$ cat config.mk
export PLATFORM = sky130hd
export DESIGN_NAME = fpl_fault
export DESIGN_NICKNAME = d
export VERILOG_FILES = /design/src/verilog/fpl_pkg.sv /design/src/verilog/fpl_fault.sv /design/src/verilog/fpl_parity.sv /design/src/verilog/fpl_page_mem.sv
export SDC_FILE = /design/constraint.sdc
export NUM_CORES = 1
export LEC_CHECK = 0
export BUFFER_PORTS_ARGS = -buffer_cell sky130_fd_sc_hd__buf_2
export CORE_MARGIN = 2
export CORE_UTILIZATION = 55
export CTS_CLUSTER_SIZE = 14
export DETAILED_ROUTE_END_ITERATION = 8
export GPL_TIMING_DRIVEN = 0
export MAX_ROUTING_LAYER = met4
export PLACE_DENSITY = 0.82
export SLEW_MARGIN = 5
export SYNTH_ARGS = -nofsm -noshare
export SYNTH_HDL_FRONTEND = slang
export SYNTH_SLANG_ARGS = --single-unit
$ cat constraint.sdc
create_clock -name CLK_SYS -period 2.3 [get_ports CLK_SYS]
set_input_delay 0.115 -clock CLK_SYS [delete_from_list [all_inputs] [get_ports CLK_SYS]]
set_output_delay 0.115 -clock CLK_SYS [all_outputs]
set_load 0.05 [all_outputs]
$ cat src/verilog/fpl_pkg.sv
package fpl_pkg;

	// ************************************************************
	// I/O select codes and vectors
	// ************************************************************
	localparam logic [5:0]  SC_PROC     = 6'h01;
	localparam logic [5:0]  SC_PWR      = 6'h04;
	localparam logic [5:0]  SC_PROT     = 6'h05;
	localparam logic [14:0] VEC_PWR     = 15'h0004;
	localparam logic [14:0] VEC_PROT    = 15'h0005;
	localparam logic [15:0] HALT_PWR_WD = 16'h8404;  // 102004 octal

	// ************************************************************
	// Field positions and widths
	// ************************************************************
	localparam int DATA_W    = 16;
	localparam int ADDR_W    = 15;
	localparam int VIOL_KIND = 15;
	localparam int PAGE_LSB  = 10;
	localparam int PAGE_W    = ADDR_W - PAGE_LSB;
	localparam int PAGES     = 32;

	// ************************************************************
	// Timing
	// ************************************************************
	localparam longint CLK_HZ        = 200000000;
	localparam longint RESTART_MS    = 500;
	localparam longint RESTART_TICKS = CLK_HZ / 1000 * RESTART_MS;
	localparam int     CNT_W         = 27;

	// ************************************************************
	// Types
	// ************************************************************
	typedef enum logic [2:0] {
		IO_SET_CTL,
		IO_CLR_CTL,
		IO_SET_FLG,
		IO_CLR_FLG,
		IO_SKIP_SET,
		IO_SKIP_CLR,
		IO_OUT,
		IO_IN
	} fpl_io_op_t;

	typedef struct packed {
		logic       valid;
		fpl_io_op_t op;
		logic [5:0] sc;
		logic [15:0] data;
	} fpl_io_t;

	typedef struct packed {
		logic        rd;
		logic        wr;
		logic [14:0] addr;
		logic [15:0] data;
		logic        par;
	} fpl_mem_t;

endpackage

$ cat src/verilog/fpl_fault.sv
// Our own choices: the register addresses and strobed register access.
`timescale 1ns/1ps
// How it works
// RULE_01: Auto restart raises second vector-4 interrupt.
// RULE_02: Halt word at vector halts, lights lamp.
// RULE_03: Set-control code 04 rearms, frees lower levels.
// RULE_04: Panel preset acts like set-control 04.
// RULE_05: Held preset in operate forces halt.
// RULE_06: Software places halt word when no handler.
// RULE_07: Software keeps power routines short.
// RULE_08: Writes generate odd parity bit.
// RULE_09: Reads flag even one-count as error.
// RULE_10: Halt setting halts, lamp until preset.
// RULE_11: Interrupt setting with enable gives vector 5.
// RULE_12: Otherwise parity error only lights lamp.
// RULE_13: Parity error loads failing address.
// RULE_14: Interrupts drop protection unless I/O vector.
// RULE_15: Page protect follows protection enable.
// RULE_16: Page instructions privileged; violation interrupts.
// RULE_17: Page violation sets code 05 flag.
// RULE_18: Output to 05 loads fence, below protected.
// RULE_19: Protected writes, jumps, I/O cause vector 5.
// RULE_20: Bit 15 tells parity from protect.
// RULE_21: Power-fail interrupt highest, never masked.
// RULE_22: Parity enable only by flag on 05.
// RULE_23: Code 04 flag marks restart interrupt.
module fpl_fault (
	input  wire logic            CLK_SYS,
	input  wire logic            RST_N,
	input  wire logic            PWR_FAIL,
	input  wire logic            PWR_OK,
	input  wire logic            RESTART_OPTION_SWITCH,
	input  wire logic            PARITY_ACTION_SWITCH,
	input  wire logic            PROTECT_PRESENT,
	input  wire logic            PANEL_PRESET,
	input  wire logic            KEY_OPERATE,
	input  wire fpl_pkg::fpl_io_t  IO_REQ,
	input  wire fpl_pkg::fpl_mem_t MEM_BUS,
	input  wire logic            VEC_FETCH,
	input  wire logic [14:0]     VEC_ADDR,
	input  wire logic [15:0]     VEC_WORD,
	input  wire logic            VEC_IS_IO,
	input  wire logic            INSTR_VALID,
	input  wire logic [14:0]     INSTR_PC,
	input  wire logic            INSTR_MODIFY,
	input  wire logic            INSTR_JUMP,
	input  wire logic            INSTR_PRIV_MAP,
	input  wire logic [14:0]     INSTR_EA,
	input  wire logic            MAP_LOAD,
	input  wire logic [4:0]      MAP_PAGE,
	input  wire logic [1:0]      MAP_RW_PROT,
	output logic                 PWR_IRQ,
	output logic                 PROT_IRQ,
	output logic                 INHIBIT_LOWER,
	output logic                 HALT_REQ,
	output logic                 EXEC_INHIBIT,
	output logic                 SKIP,
	output logic [15:0]          IO_RDATA,
	output logic                 MEM_PAR_OUT,
	output logic                 PARITY_ERR,
	output logic                 PWR_FAIL_LAMP,
	output logic                 PARITY_LAMP
);
	// ************************************************************
	// Pin synchronisers
	// ************************************************************
	logic [1:0] pf_s_q, ok_s_q, pre_s_q, ars_s_q, pas_s_q, prp_s_q, key_s_q;
	logic pf_q, ok_q, pre_q, ars_q, pas_q, prp_q, key_q, pf_prev_q, ok_prev_q;

	always_ff @(posedge CLK_SYS) begin
		pf_s_q  <= {pf_s_q[0], PWR_FAIL};
		ok_s_q  <= {ok_s_q[0], PWR_OK};
		pre_s_q <= {pre_s_q[0], PANEL_PRESET};
		ars_s_q <= {ars_s_q[0], RESTART_OPTION_SWITCH};
		pas_s_q <= {pas_s_q[0], PARITY_ACTION_SWITCH};
		prp_s_q <= {prp_s_q[0], PROTECT_PRESENT};
		key_s_q <= {key_s_q[0], KEY_OPERATE};
	end

	assign pf_q  = pf_s_q[1];
	assign ok_q  = ok_s_q[1];
	assign pre_q = pre_s_q[1];
	assign ars_q = ars_s_q[1];
	assign pas_q = pas_s_q[1];
	assign prp_q = prp_s_q[1];
	assign key_q = key_s_q[1];

	always_ff @(posedge CLK_SYS) begin
		if (!RST_N) begin
			pf_prev_q <= 1'b0;
			ok_prev_q <= 1'b0;
		end else begin
			pf_prev_q <= pf_q;
			ok_prev_q <= ok_q;
		end
	end

	// ************************************************************
	// I/O instruction decode
	// ************************************************************
	wire io_pwr   = IO_REQ.valid && IO_REQ.sc == fpl_pkg::SC_PWR;
	wire io_prot  = IO_REQ.valid && IO_REQ.sc == fpl_pkg::SC_PROT;
	wire stc_pwr  = io_pwr && IO_REQ.op == fpl_pkg::IO_SET_CTL;
	wire stc_prot = io_prot && IO_REQ.op == fpl_pkg::IO_SET_CTL;
	wire stf_prot = io_prot && IO_REQ.op == fpl_pkg::IO_SET_FLG;
	wire clf_prot = io_prot && IO_REQ.op == fpl_pkg::IO_CLR_FLG;
	wire out_prot = io_prot && IO_REQ.op == fpl_pkg::IO_OUT;
	wire in_prot  = io_prot && IO_REQ.op == fpl_pkg::IO_IN;
	wire skip_op  = IO_REQ.op == fpl_pkg::IO_SKIP_SET || IO_REQ.op == fpl_pkg::IO_SKIP_CLR;
	wire skip_hi  = IO_REQ.op == fpl_pkg::IO_SKIP_SET;
	wire rearm    = stc_pwr || pre_q;  // RULE_03 RULE_04

	// ************************************************************
	// Power-fail sequencer
	// ************************************************************
	typedef enum logic [2:0] {
		PS_ARMED,
		PS_DOWN,
		PS_WAIT_OK,
		PS_DELAY,
		PS_UP
	} fpl_pstate_t;

	fpl_pstate_t ps_q, ps_d;
	logic [26:0] dly_q, dly_d;
	logic        restart_flag_q, restart_flag_d;
	logic        pwr_irq_q, pwr_irq_d;

	wire pf_rise  = pf_q && !pf_prev_q;
	wire dly_done = dly_q == 27'(fpl_pkg::RESTART_TICKS - 1);

	always_comb begin
		ps_d           = ps_q;
		dly_d          = dly_q;
		restart_flag_d = restart_flag_q;
		pwr_irq_d      = 1'b0;
		case (ps_q)
			PS_ARMED: begin
				if (pf_rise) begin  // RULE_21
					pwr_irq_d      = 1'b1;
					restart_flag_d = 1'b0;
					ps_d           = PS_DOWN;
				end
			end
			PS_DOWN: begin
				if (!ok_q) begin
					ps_d = PS_WAIT_OK;
				end
			end
			PS_WAIT_OK: begin
				if (ok_q && !ok_prev_q && ars_q) begin
					dly_d = '0;
					ps_d  = PS_DELAY;
				end
			end
			PS_DELAY: begin
				dly_d = dly_q + 27'h0000001;
				if (dly_done) begin  // RULE_01
					pwr_irq_d      = 1'b1;
					restart_flag_d = 1'b1;  // RULE_23
					ps_d           = PS_UP;
				end
			end
			PS_UP: begin
			end
			default: ps_d = PS_ARMED;
		endcase
		if (rearm) begin  // RULE_03 RULE_04
			ps_d = PS_ARMED;
		end
	end

	always_ff @(posedge CLK_SYS) begin
		if (!RST_N) begin
			ps_q           <= PS_ARMED;
			dly_q          <= '0;
			restart_flag_q <= 1'b0;
			pwr_irq_q      <= 1'b0;
		end else begin
			ps_q           <= ps_d;
			dly_q          <= dly_d;
			restart_flag_q <= restart_flag_d;
			pwr_irq_q      <= pwr_irq_d;
		end
	end

	// ************************************************************
	// Parity generation and check
	// ************************************************************
	logic wr_par, rd_bad;

	fpl_parity u_par (
		.wr_data (MEM_BUS.data),
		.rd_data (MEM_BUS.data),
		.rd_par  (MEM_BUS.par),
		.wr_par  (wr_par),
		.rd_bad  (rd_bad)
	);

	wire par_err = MEM_BUS.rd && rd_bad;  // RULE_09

	// ************************************************************
	// Protection state
	// ************************************************************
	logic        prot_en_q, par_en_q, flag05_q;
	logic [14:0] fence_q;
	logic [15:0] viol_q;
	logic [1:0]  page_bits;

	fpl_page_mem u_pages (
		.clk     (CLK_SYS),
		.we      (MAP_LOAD),
		.wr_page (MAP_PAGE),
		.wr_bits (MAP_RW_PROT),
		.rd_page (INSTR_EA[fpl_pkg::ADDR_W-1:fpl_pkg::PAGE_LSB]),
		.rd_bits (page_bits)
	);

	// Page bits arrive a cycle late, so the access is held one cycle
	logic        acc_v_q, acc_mod_q;
	logic [14:0] acc_pc_q;

	always_ff @(posedge CLK_SYS) begin
		if (!RST_N) begin
			acc_v_q   <= 1'b0;
			acc_mod_q <= 1'b0;
			acc_pc_q  <= '0;
		end else begin
			acc_v_q   <= INSTR_VALID && prot_en_q;
			acc_mod_q <= INSTR_MODIFY;
			acc_pc_q  <= INSTR_PC;
		end
	end

	wire fence_hit = INSTR_EA < fence_q;  // RULE_18
	wire io_bad    = IO_REQ.valid && IO_REQ.sc != fpl_pkg::SC_PROC;
	wire mp_viol   = prot_en_q && INSTR_VALID && (((INSTR_MODIFY || INSTR_JUMP) && fence_hit) || io_bad);  // RULE_19
	wire map_page  = acc_v_q && (acc_mod_q ? page_bits[1] : page_bits[0]);  // RULE_15
	wire map_priv  = prot_en_q && INSTR_VALID && INSTR_PRIV_MAP;  // RULE_16
	wire map_viol  = map_page || map_priv;
	wire par_int   = par_err && !pas_q && prp_q && par_en_q;  // RULE_11 RULE_12
	wire vec_any   = VEC_FETCH && !VEC_IS_IO;  // RULE_14

	always_ff @(posedge CLK_SYS) begin
		if (!RST_N) begin
			prot_en_q <= 1'b0;
			par_en_q  <= 1'b0;
			flag05_q  <= 1'b0;
			fence_q   <= '0;
			viol_q    <= '0;
		end else begin
			if (vec_any || mp_viol || map_viol) begin
				prot_en_q <= 1'b0;  // RULE_14
			end else if (stc_prot) begin
				prot_en_q <= 1'b1;  // RULE_14 RULE_15
			end
			if (stf_prot) begin
				par_en_q <= 1'b1;  // RULE_22
			end else if (clf_prot) begin
				par_en_q <= 1'b0;  // RULE_22
			end
			if (map_viol) begin
				flag05_q <= 1'b1;  // RULE_17
			end else if (clf_prot || stc_prot) begin
				flag05_q <= 1'b0;
			end
			if (out_prot) begin
				fence_q <= IO_REQ.data[14:0];  // RULE_18
			end
			if (par_err) begin
				viol_q <= {1'b1, MEM_BUS.addr};  // RULE_13 RULE_20
			end else if (mp_viol) begin
				viol_q <= {1'b0, INSTR_PC};  // RULE_20
			end else if (map_page) begin
				viol_q <= {1'b0, acc_pc_q};
			end
		end
	end

	// ************************************************************
	// Halt and lamps
	// ************************************************************
	logic pf_lamp_q, par_lamp_q, halt_q, inh_q, prot_irq_q, exec_inh_q;
	logic skip_q, par_out_q, par_err_q;
	logic [15:0] rdata_q;

	wire halt_vec = VEC_FETCH && VEC_ADDR == fpl_pkg::VEC_PWR
		&& VEC_WORD == fpl_pkg::HALT_PWR_WD;  // RULE_02

	always_ff @(posedge CLK_SYS) begin
		if (!RST_N) begin
			pf_lamp_q  <= 1'b0;
			par_lamp_q <= 1'b0;
			halt_q     <= 1'b0;
			inh_q      <= 1'b0;
			prot_irq_q <= 1'b0;
			exec_inh_q <= 1'b0;
			skip_q     <= 1'b0;
			par_out_q  <= 1'b0;
			par_err_q  <= 1'b0;
			rdata_q    <= '0;
		end else begin
			if (halt_vec) begin
				pf_lamp_q <= 1'b1;  // RULE_02
			end else if (pre_q) begin
				pf_lamp_q <= 1'b0;
			end
			if (par_err) begin
				par_lamp_q <= 1'b1;  // RULE_10 RULE_12
			end else if (pre_q) begin
				par_lamp_q <= 1'b0;  // RULE_10
			end
			halt_q     <= (pre_q && key_q) || halt_vec || (par_err && pas_q);  // RULE_05 RULE_10
			if (pwr_irq_d) begin
				inh_q <= 1'b1;
			end else if (rearm) begin
				inh_q <= 1'b0;  // RULE_03
			end
			prot_irq_q <= mp_viol || map_viol || par_int;  // RULE_16 RULE_19
			exec_inh_q <= mp_viol || map_priv;  // RULE_19
			if (io_pwr && skip_op) begin
				skip_q <= restart_flag_q == skip_hi;  // RULE_23
			end else if (io_prot && skip_op) begin
				skip_q <= flag05_q == skip_hi;  // RULE_17
			end else begin
				skip_q <= 1'b0;
			end
			par_out_q  <= wr_par;  // RULE_08
			par_err_q  <= par_err;
			rdata_q    <= in_prot ? viol_q : '0;  // RULE_13
		end
	end

	// ************************************************************
	// Outputs
	// ************************************************************
	assign PWR_IRQ       = pwr_irq_q;
	assign PROT_IRQ      = prot_irq_q;
	assign INHIBIT_LOWER = inh_q;
	assign HALT_REQ      = halt_q;
	assign EXEC_INHIBIT  = exec_inh_q;
	assign SKIP          = skip_q;
	assign IO_RDATA      = rdata_q;
	assign MEM_PAR_OUT   = par_out_q;
	assign PARITY_ERR    = par_err_q;
	assign PWR_FAIL_LAMP = pf_lamp_q;
	assign PARITY_LAMP   = par_lamp_q;
endmodule

$ cat src/verilog/fpl_parity.sv
`timescale 1ns/1ps
// Odd parity generator and checker
module fpl_parity (
	input  wire logic [15:0] wr_data,
	input  wire logic [15:0] rd_data,
	input  wire logic        rd_par,
	output logic             wr_par,
	output logic             rd_bad
);
	// ************************************************************
	// Parity
	// ************************************************************
	assign wr_par = ~(^wr_data);         // RULE_08
	assign rd_bad = ~(^{rd_data, rd_par}); // RULE_09
endmodule

$ cat src/verilog/fpl_page_mem.sv
`timescale 1ns/1ps
// Per-page read/write protect bits
module fpl_page_mem (
	input  wire logic       clk,
	input  wire logic       we,
	input  wire logic [4:0] wr_page,
	input  wire logic [1:0] wr_bits,
	input  wire logic [4:0] rd_page,
	output logic      [1:0] rd_bits
);
	logic [1:0] mem [0:31];

	// ************************************************************
	// Storage, registered read
	// ************************************************************
	always_ff @(posedge clk) begin
		if (we) begin
			mem[wr_page] <= wr_bits;
		end
		rd_bits <= mem[rd_page];
	end
endmodule

==> out/results.ini, run 1 <==
[timing]
fin_crit_ns=2.339
slew_headroom_pct=47.69
finalSetupViolCount=1
tightestPinTransition_ns=0.7738
fmax_mhz=427.5
finalHoldViolations=0
setup_slack_ns=-0.03915
finalMaxSlewViolations=0
fin_worst_skew_ns=0.01411
fin_crit_sh_pct=101.7

[clocking]
cts_tree=done
root_buffer=clkbuf_16
clkSinkCount=190
htree_levels=4
path_clk_slew_ns=0.07
cts_made_buffers=17
clk_latency_ns=0.43
clock_path_buffers=2

[setup_path]
r2r_start=fence_q[10]$_SDFFE_PN0P_
cp.arrival_ns=2.67
cp.required_ns=2.63
r2r_cells=11
path_class=flip-flop to flip-flop
critPathMaxFanout=7
r2r_end=viol_q[3]$_SDFFE_PN0P_
start_kind=flip-flop
worstSetupEndpointType=flip-flop
r2r_slack_ns=-0.04

[yosys]
synthArstFlopShare_pct=0
netlist_area_um2=8099
synth_top_area_share_pct=31.14
synth_top_family_by_area=simple AND/OR/NAND/NOR gates
synthSimpleGateAreaFrac_pct=18.63
yosys-top-cells-area=dfxtp_1, edfxtp_1, mux4_2, mux2i_1, nor2_1
synth-edff-count=64
synth_mux_area_share_pct=11.31
synth_adder_area_share_pct=2.317
yosys_warnings=0
synth-compound-area-share_pct=7.802
synth_seq_cells=190
netlist.top_cell.by_area=dfxtp_1
synth-xor-area-share_pct=2.116
syn-num-nets=895
yosysSeqAreaShare_pct=54.87
ys.flop_type=dfxtp_1
synthCells=736
synth_area_per_cell_um2=11.00
ys_types=52

[pwr]
clockPowerShare_pct=37.4
comb_power_share_pct=13.9
p_int_mw=5.522
power.switching_mw=2.008
p_seq_share_pct=48.7
p_sw_share_pct=26.67
leakage_nw=4.232
irDropWorstVdd_v=0.0005540
powerDensity_nw_per_um2=712.3

[job]
cap_viol_max_count=0

[place]
place_area_um2=9160
port_buffers=166
hpwl_um=13860
gp_congestion=0.8828
place_ws_ns=-0.09532

[detailed_routing]
vias=6809
ant_nets=0
drt-initial-drc-count=515
dr.pass1.iters=5
drc=0
wl_per_cell_um=18.35
routed_via_density=5.765
drt-total-wl_um=21680

[cells_and_area]
drive_above_1_share_pct=27.61
areaGrowthSynthToFinish_pct=30.53
final_net_count=1142
fillers=952
stdcell_area_um2=10570
final_util_pct=73.01

[die]
die_width_um=125.4
die_h_um=125.4
row_count=44
fp.dieArea_um2=15710
fp.coreArea_um2=14480
initial_core_util_pct=55.94
pin_count=170

[outcome]
status=finished with violations
violations=setup timing

[worst_hold_path]
hold_depth=3
hold_start=RST_N
hold_path_end=prot_en_q$_SDFFE_PP0P_
hold_class=input pin to flip-flop

[grt]
grt_max_degree=33
grt.total_usage_pct=27.44
grt_pass1_vias=6588
grt_overflow=0
grt_pass1_wl_um=33130
antenna_found_initial=1

## worst max-delay path, stage by stage (launching register included)
cell	delay [ns]
dfxtp_1	0.36
inv_1	0.07
ha_1	0.31
nand2_2	0.10
nor3_2	0.06
nor4_4	0.34
o2111ai_4	0.16
buf_12	0.18
buf_4	0.13
buf_6	0.12
and3_1	0.14
o31ai_1	0.26
## layout by cell type (no fill, tap or decap), types with 20 or more instances in the layout
| cell type | synthesis | layout |
|---|---|---|
| buf_2 | 5 | 170 |
| dfxtp_1 | 126 | 121 |
| nor2_1 | 85 | 85 |
| edfxtp_1 | 64 | 64 |
| dlygate4sd3_1 | 0 | 58 |
| and2_1 | 41 | 41 |
| nand2_1 | 40 | 39 |
| a21oi_1 | 41 | 39 |
| nand3_1 | 36 | 35 |
| mux2i_1 | 33 | 33 |
| clkbuf_1 | 28 | 24 |
| inv_1 | 21 | 21 |
| and3_1 | 20 | 20 |
| mux4_2 | 20 | 20 |
## synthesized netlist by cell type (3+ instances only)
library cell	count
dfxtp_1	126
nor2_1	85
edfxtp_1	64
a21oi_1	41
and2_1	41
nand2_1	40
nand3_1	36
mux2i_1	33
clkbuf_1	28
inv_1	21
and3_1	20
mux4_2	20
o31ai_1	17
ha_1	15
o21ai_0	14
mux2_2	12
xnor2_1	12
nor3_1	9
nor4_1	9
nand3b_1	8
nand4_1	8
a31oi_1	6
or3_1	6
or4_1	6
buf_2	5
nor4b_1	5
xor2_1	5
a211oi_1	4
nand2b_1	4
o311ai_0	4
a311oi_1	3
## worst max path at each step
stage,from,endpoint,slack (ns),cells after the start
floorplan,dly_q[8]$_SDFFE_PN0P_,dly_q[23]$_SDFFE_PN0P_,0.27,6
global placement,fence_q[8]$_SDFFE_PN0P_,viol_q[12]$_SDFFE_PN0P_,-0.13,9
detailed placement,fence_q[8]$_SDFFE_PN0P_,viol_q[12]$_SDFFE_PN0P_,-0.1,9
CTS,fence_q[8]$_SDFFE_PN0P_,viol_q[7]$_SDFFE_PN0P_,0.03,9
global route,fence_q[10]$_SDFFE_PN0P_,viol_q[3]$_SDFFE_PN0P_,-0.07,11
finish,fence_q[10]$_SDFFE_PN0P_,viol_q[3]$_SDFFE_PN0P_,-0.04,11
## logic make-up after synthesis
group           Yosys count
compound gates          101
xor+xnor                 18
fa+ha+maj                15
buf+inv                  58
flops                   190
mux                      65
simple gates            289
## final cells by class
cell class	count	area, um2	area share [%]
clock inverter	13	122.6	1.160
inverter	22	82.58	0.7812
multi-input combinational	488	3586	33.92
sequential	190	4451	42.10
timing repair buffer	230	1483	14.03
antenna	1	2.502	0.02367
buffer	34	171.4	1.621
tap	184	230.2	2.178
clock buffer	19	442.9	4.190
## power by group through the flow
stage               Combinational (mW)  Sequential (mW)  Clock, mW
floorplan                        0.491             3.80          0
global placement                 0.879             3.74          0
detailed placement               0.901             3.74          0
global route                      1.12             3.68       2.97
CTS                              0.990             3.67       2.83
finish                            1.05             3.67       2.81
## sequential cells by signal (all words and copies together) (netlist names), 2 cells and up
name and flops:
IO_RDATA 16, acc_pc_q 15, ars_s_q 2, dly_q 27, fence_q 15, key_s_q 2
ok_s_q 2, pas_s_q 2, pf_s_q 2, pre_s_q 2, prp_s_q 2, ps_q 3
u_pages.mem 64, u_pages.rd_bits 2, viol_q 16
## routing by layer
| metal | track usage (%) | wire (um) | share of wire [%] |
|---|---|---|---|
| met1 | 31.82 | 8252 | 38 |
| met2 | 47.12 | 10990 | 51 |
| met3 | 5.734 | 1682 | 7.8 |
| met4 | 10.26 | 753 | 3.5 |
| met5 | - | 0 | 0 |
## per-stage QoR
| step | hold WS [ns] | setup TNS, ns | cells | total power [mW] |
|---|---|---|---|---|
| floorplan | 0.1427 | 0 | 736 | 4.290 |
| global placement | 0.2179 | -0.7286 | 1086 | 4.615 |
| detailed placement | 0.2186 | -0.7969 | 1086 | 4.642 |
| finish | 0.02056 | -0.03915 | 1181 | 7.530 |
| CTS | 0.005040 | 0 | 1176 | 7.488 |
| global route | 0.02053 | -0.2522 | 1181 | 7.775 |
## timing repair
item,4_1_cts,5_1_grt
hold buffers,58,0
gates cloned,0,3
pin swaps,0,6
setup buffers,0,4
endpoints found under the hold margin,59,0
endpoints found under the setup margin,18,22
resized for setup,7,43
No activity file was read; power rests on OpenSTA's default activity.
==> run 2: changes to the inputs <==
--- a/config.mk
+++ b/config.mk
@@ -6,13 +6,14 @@
 export NUM_CORES = 1
 export LEC_CHECK = 0
 export BUFFER_PORTS_ARGS = -buffer_cell sky130_fd_sc_hd__buf_2
-export CORE_MARGIN = 2
 export CORE_UTILIZATION = 55
 export CTS_CLUSTER_SIZE = 14
 export DETAILED_ROUTE_END_ITERATION = 8
 export GPL_TIMING_DRIVEN = 0
 export MAX_ROUTING_LAYER = met4
 export PLACE_DENSITY = 0.82
+export RECOVER_POWER = 25
+export SKIP_CTS_REPAIR_TIMING = 1
 export SLEW_MARGIN = 5
 export SYNTH_ARGS = -nofsm -noshare
 export SYNTH_HDL_FRONTEND = slang
==> run 2 against run 1 <==
The run ends with hold timing, setup timing left. Combinational power is 5% lower. Utilization grew 0.87 points. Final area shrank 1.5%. Flip-flop and latch count stayed put. Die area shrank 3.2%. Total power is 0.16% lower. Global-route usage fell by 0.76 points. Largest power group unchanged.
==> out/results.ini, run 2 (synthesis gave the netlist of run 1 again) <==
[detailed_routing]
routed_via_density=5.715  ; -0.87%
drt-total-wl_um=21190  ; -2.2%
vias=6687  ; -1.8%
wl_per_cell_um=18.11  ; -1.3%
drt-initial-drc-count=357  ; -31%
dr.pass1.iters=6  ; +1
drc=0  ; unchanged
ant_nets=0  ; unchanged

[setup_path]
start_kind=flip-flop
path_class=flip-flop to flip-flop
cp.required_ns=2.62  ; about the same
worstSetupEndpointType=flip-flop
cp_num_buf_inv=2  ; -2
cp_top_family=compound AO/OA/AOI/OAI gates
cp_cell_sequence=inv_1 > ha_1 > a21oi_1 > nor3_2 > nor4_4 > o2111ai_4 > buf_2 > and3_1 > o31ai_1
slowest_delay_ns=0.38  ; +0.02 ns
critPathMaxFanout=6  ; -1
cp.arrival_ns=2.68  ; about the same
slowest_stage=nor4_4

[grt]
grt.total_usage_pct=26.69  ; -0.76 points
grt_max_degree=33  ; unchanged
grt_overflow=0  ; unchanged
grt_pass1_wl_um=29640  ; -11%
antenna_found_initial=1  ; unchanged
grt_pass1_vias=6055  ; -8.1%

[cells_and_area]
largest_reg_flops=64  ; unchanged
drive_above_1_share_pct=26.09  ; -1.5 points
regMostFlops=u_pages.mem
final_cell_mix=buf_2, dfxtp_1, nor2_1
layout.cells.non_filler=1170  ; -0.93%
final_util_pct=73.89  ; +0.87 points
layout_commonest_cell=buf_2
final_net_count=1137  ; -0.44%
stdcell_area_um2=10420  ; -1.5%
reg_top3=u_pages.mem (64), dly_q (27)
areaGrowthSynthToFinish_pct=28.60

[die]
die_width_um=123.4  ; -1.6%
die_h_um=123.4  ; -1.6%
row_count=43  ; -2.3%
pin_count=170  ; unchanged
fp.dieArea_um2=15220  ; -3.2%
initial_core_util_pct=57.46  ; +1.5 points
fp.coreArea_um2=14100  ; -2.6%

[pwr]
p_int_mw=5.685  ; +3.0%
p_seq_share_pct=48.7  ; about the same
p_sw_share_pct=24.39  ; -2.3 points
irDropWorstVdd_v=0.0007521  ; +36%
comb_power_share_pct=13.4  ; -0.5 points
powerDensity_nw_per_um2=721.9  ; +1.3%
clockPowerShare_pct=37.9  ; +0.5 points
power.switching_mw=1.833  ; -8.7%
leakage_nw=4.162  ; -1.7%

[clocking]
htree_levels=4  ; unchanged
root_buffer=clkbuf_16
path_clk_slew_ns=0.07  ; about the same
clk_latency_ns=0.43  ; about the same
clock_path_buffers=2  ; unchanged
cts_tree=done
cts_made_buffers=17  ; unchanged
clkSinkCount=190  ; unchanged

[outcome]
violations=hold timing, setup timing
status=finished with violations

[worst_hold_path]
hold_class=input pin to flip-flop

[place]
hpwl_um=13570  ; -2.1%
place_area_um2=9155  ; about the same
dp_cells=1082  ; -0.37%
gp_congestion=0.8236  ; -6.7%
port_buffers=166  ; unchanged

[timing]
finalHoldViolations=3  ; +3
slew_headroom_pct=16.57  ; -31 points
fin_worst_skew_ns=0.01002  ; -0.004084 ns
fin_crit_sh_pct=102.5  ; +0.83 points
setup_slack_ns=-0.05822  ; -0.01907 ns
fmax_mhz=424.1  ; -0.81%
finalMaxSlewViolations=0  ; unchanged
hold_ws_ns=-0.01253  ; -0.03309 ns
rsz0062_at_grt=yes
tightestPinTransition_ns=1.251  ; +0.4777 ns
finalSetupViolCount=4  ; +3
fin_crit_ns=2.358  ; +0.01907 ns
tns_ns=-0.08398  ; -0.04483 ns

[job]
cap_viol_max_count=0  ; unchanged

## run 2: changes by cell type in the layout (fill, tap and decap cells not counted), sizes merged
| cell | change |
|---|---|
| clkinv | -3 |
| inv | -6 |
| dlygate4sd3 | -3 |
| clkbuf | +10 |
| buf | -4 |
| clkinvlp | -1 |
## run 2: path summary, 6_finish.rpt
path | from | end | slack (ns) | cells after the start
hold reg to reg | pas_s_q[0]$_DFF_P_ | pas_s_q[1]$_DFF_P_ | 0.33 | 0
hold / removal | MEM_BUS[33] | HALT_REQ$_SDFF_PN0_ | -0.01 | 3
setup reg to reg | fence_q[8]$_SDFFE_PN0P_ | viol_q[6]$_SDFFE_PN0P_ | -0.06 | 9
setup / recovery | fence_q[8]$_SDFFE_PN0P_ | viol_q[6]$_SDFFE_PN0P_ | -0.06 | 9
## run 2: final cells by class
class	count	area, um2
clock buffer	27	549.3
antenna	1	2.502
clock inverter	3	20.02
tap	180	225.2
sequential	190	4447
fill	932	3681
inverter	22	82.58
multi-input combinational	488	3510
timing repair buffer	225	1408
buffer	34	171.4
## run 2: routing by layer
metal	routed length (um)	share of wire [%]	track usage, %
met5	0	0	-
met2	10850	51	46.40
met4	535	2.5	8.057
met3	1439	6.8	6.042
met1	8370	39	30.63
## run 2: worst reg2reg max path, delay by kind of cell, from the launching register on
family          cells  cell delay, ns
compound gates      3            0.72
simple gates        3            0.60
flops               1            0.35
fa+ha+maj           1            0.31
buf+inv             2            0.28
## run 2: through the flow
stage / setup slack [ns] / power, mW
detailed placement: -0.2139 / 4.618
CTS: -0.2465 / 7.421
global route: -0.1506 / 7.751
floorplan: 0.2736 / 4.290
global placement: -0.1149 / 4.593
finish: -0.05822 / 7.518
## run 2: power by group through the flow
stage          clock [mW]  sequential, mW  combinational [mW]
3_5_place_dp            0            3.73               0.885
3_3_place_gp            0            3.73               0.866
5_1_grt              2.99            3.68                1.09
2_1_floorplan           0            3.80               0.491
4_1_cts              2.87            3.66               0.896
6_report             2.85            3.66                1.00
==> run 3: changes to the inputs <==
--- a/config.mk
+++ b/config.mk
@@ -14,7 +14,6 @@
 export PLACE_DENSITY = 0.82
 export RECOVER_POWER = 25
 export SKIP_CTS_REPAIR_TIMING = 1
-export SLEW_MARGIN = 5
 export SYNTH_ARGS = -nofsm -noshare
 export SYNTH_HDL_FRONTEND = slang
 export SYNTH_SLANG_ARGS = --single-unit
==> constraint.sdc (replaced) <==
create_clock -name CLK_SYS -period 3 [get_ports CLK_SYS]
set_input_delay 0.15 -clock CLK_SYS [delete_from_list [all_inputs] [get_ports CLK_SYS]]
set_output_delay 0.15 -clock CLK_SYS [all_outputs]
set_load 0.05 [all_outputs]
==> run 3 against run 2 <==
The run ends with hold timing left. Utilization shrank 1.6 points. First-iteration DRC count decreased by 11%. Die area unchanged. Total power shrank 24%. Non-clock buffer count fell by 10. Critical path depth unchanged. Global-route usage unchanged. Highest routed layer unchanged.
==> out/results.ini, run 3 (synthesis gave the netlist of run 1 again) <==
[setup_path]
crit_cells=9  ; unchanged
start_kind=flip-flop
worstSetupEndpointType=flip-flop
cp.arrival_ns=2.88  ; +0.20 ns
slowest_delay_ns=0.45  ; +0.07 ns
r2r_cells=9  ; unchanged
critPathMaxFanout=10  ; +4
path_common_cell=a21oi_1
cp_top_family=compound AO/OA/AOI/OAI gates
cp.required_ns=3.33  ; +0.71 ns
path_class=flip-flop to flip-flop
slowest_stage=o2111ai_1
cp_num_buf_inv=2  ; unchanged
cp_cell_sequence=inv_1 > ha_1 > nand2_1 > o21ai_0 > a21oi_1 > o2111ai_1 > clkbuf_1 > a21oi_1 > o31ai_1

[clocking]
htree_levels=4  ; unchanged
clkSinkCount=190  ; unchanged
cts_made_buffers=17  ; unchanged
root_buffer=clkbuf_16
cts_tree=done
clock_path_buffers=2  ; unchanged
path_clk_slew_ns=0.06  ; about the same
clk_latency_ns=0.42  ; about the same

[timing]
fmax_mhz=391.4  ; -7.7%
tns_ns=0  ; +0.08398 ns
tightestPinTransition_ns=1.288  ; +0.03699 ns
finalSetupViolCount=0  ; -4
finalHoldViolations=4  ; +1
setup_slack_ns=0.4451  ; +0.5033 ns
fin_crit_ns=2.555  ; +0.1967 ns
hold_ws_ns=-0.03785  ; -0.02531 ns
slew_headroom_pct=14.10  ; -2.5 points
fin_crit_sh_pct=85.16  ; -17 points
finalMaxSlewViolations=0  ; unchanged
rsz0062_at_grt=no
fin_worst_skew_ns=0.008960  ; -0.001062 ns

[pwr]
powerDensity_nw_per_um2=561.2  ; -22%
irDropWorstVdd_v=0.0005774  ; -23%
total_power_mw=5.721  ; -24%
leakage_nw=4.090  ; -1.7%

[worst_hold_path]
hold_class=input pin to flip-flop
hold_depth=3  ; unchanged

[cells_and_area]
final_net_count=1127  ; -0.88%
areaGrowthSynthToFinish_pct=25.88
drive_above_1_share_pct=24.11  ; -2.0 points
largest_reg_flops=64  ; unchanged
layout.cells.non_filler=1160  ; -0.85%
layout_commonest_cell=buf_2
final_cell_mix=buf_2, dfxtp_1, nor2_1
reg_top3=u_pages.mem (64), dly_q (27)
regMostFlops=u_pages.mem
fillers=972  ; +4.3%

[die]
die_h_um=123.4  ; unchanged
fp.dieArea_um2=15220  ; unchanged
row_count=43  ; unchanged
die_width_um=123.4  ; unchanged
fp.coreArea_um2=14100  ; unchanged
initial_core_util_pct=57.46  ; unchanged
pin_count=170  ; unchanged

[outcome]
violations=hold timing
status=finished with violations

[detailed_routing]
drt-initial-drc-count=317  ; -11%
ant_nets=0  ; unchanged
wl_per_cell_um=17.41  ; -3.9%
drc=0  ; unchanged
dr.pass1.iters=5  ; -1
vias=6574  ; -1.7%
drt-total-wl_um=20200  ; -4.7%
routed_via_density=5.667  ; -0.84%

[job]
cap_viol_max_count=0  ; unchanged

[place]
place_ws_ns=0.4861  ; +0.7000 ns
hpwl_um=13570  ; unchanged
dp_cells=1082  ; unchanged
gp_congestion=0.8236  ; unchanged
port_buffers=166  ; unchanged

[grt]
grt.total_usage_pct=26.69  ; unchanged
grt_pass1_wl_um=29640  ; unchanged
grt_max_degree=33  ; unchanged
grt_overflow=0  ; unchanged
grt_pass1_vias=6055  ; unchanged
antenna_found_initial=1  ; unchanged

run 3: area by class of cell:
class                           instances  area, um2  share of cell area, %
Sequential cell                       190       4444                  43.59
Buffer                                 36      156.4                  1.534
Clock inverter                          3      20.02                 0.1964
Clock buffer                           27      549.3                  5.388
Inverter                               22      82.58                 0.8100
Antenna cell                            1      2.502                0.02455
Timing Repair Buffer                  213       1299                  12.74
Multi-Input combinational cell        488       3416                  33.51
Tap cell                              180      225.2                  2.209
run 3: final timing paths:
path                                               from  slack, ns                       to
worst max-delay path            fence_q[2]$_SDFFE_PN0P_       0.45  viol_q[13]$_SDFFE_PN0P_
worst min-delay path                          IO_REQ[6]      -0.04  fence_q[6]$_SDFFE_PN0P_
worst max register to register  fence_q[2]$_SDFFE_PN0P_       0.45  viol_q[13]$_SDFFE_PN0P_
worst min register to register       pas_s_q[0]$_DFF_P_       0.33       pas_s_q[1]$_DFF_P_
run 3: metrics by stage:
stage,utilization [%],cell area [um2]
6_report,72.32,10190
5_1_grt,72.32,10190
3_3_place_gp,64.95,9155
3_5_place_dp,64.95,9155
2_1_floorplan,-,8099
4_1_cts,68.99,9724
run 3: where the power goes:
| part | switching, mW | total (mW) | internal (mW) | leakage [nW] |
|---|---|---|---|---|
| sequential | 0.0404 | 2.81 | 2.77 | 1.61 |
| clock | 0.919 | 2.17 | 1.25 | 0.284 |
| combinational | 0.415 | 0.741 | 0.326 | 2.20 |
run 3: layer usage:
metal  vias up  routed length, um  global-route usage, %
met5         -                  0                      -
met4         0                441                  8.057
met3        29               1414                  6.042
met2       259              10420                  46.40
met1      3144               7920                  30.63
li1       3142                  -                      -
run 3: worst reg2reg max path, delay by kind of cell (launching register included):
kind,cells,cell delay [ns]
compound gates,5,1.31
flops,1,0.33
simple gates,1,0.05
fa+ha+maj,1,0.28
buf+inv,2,0.49
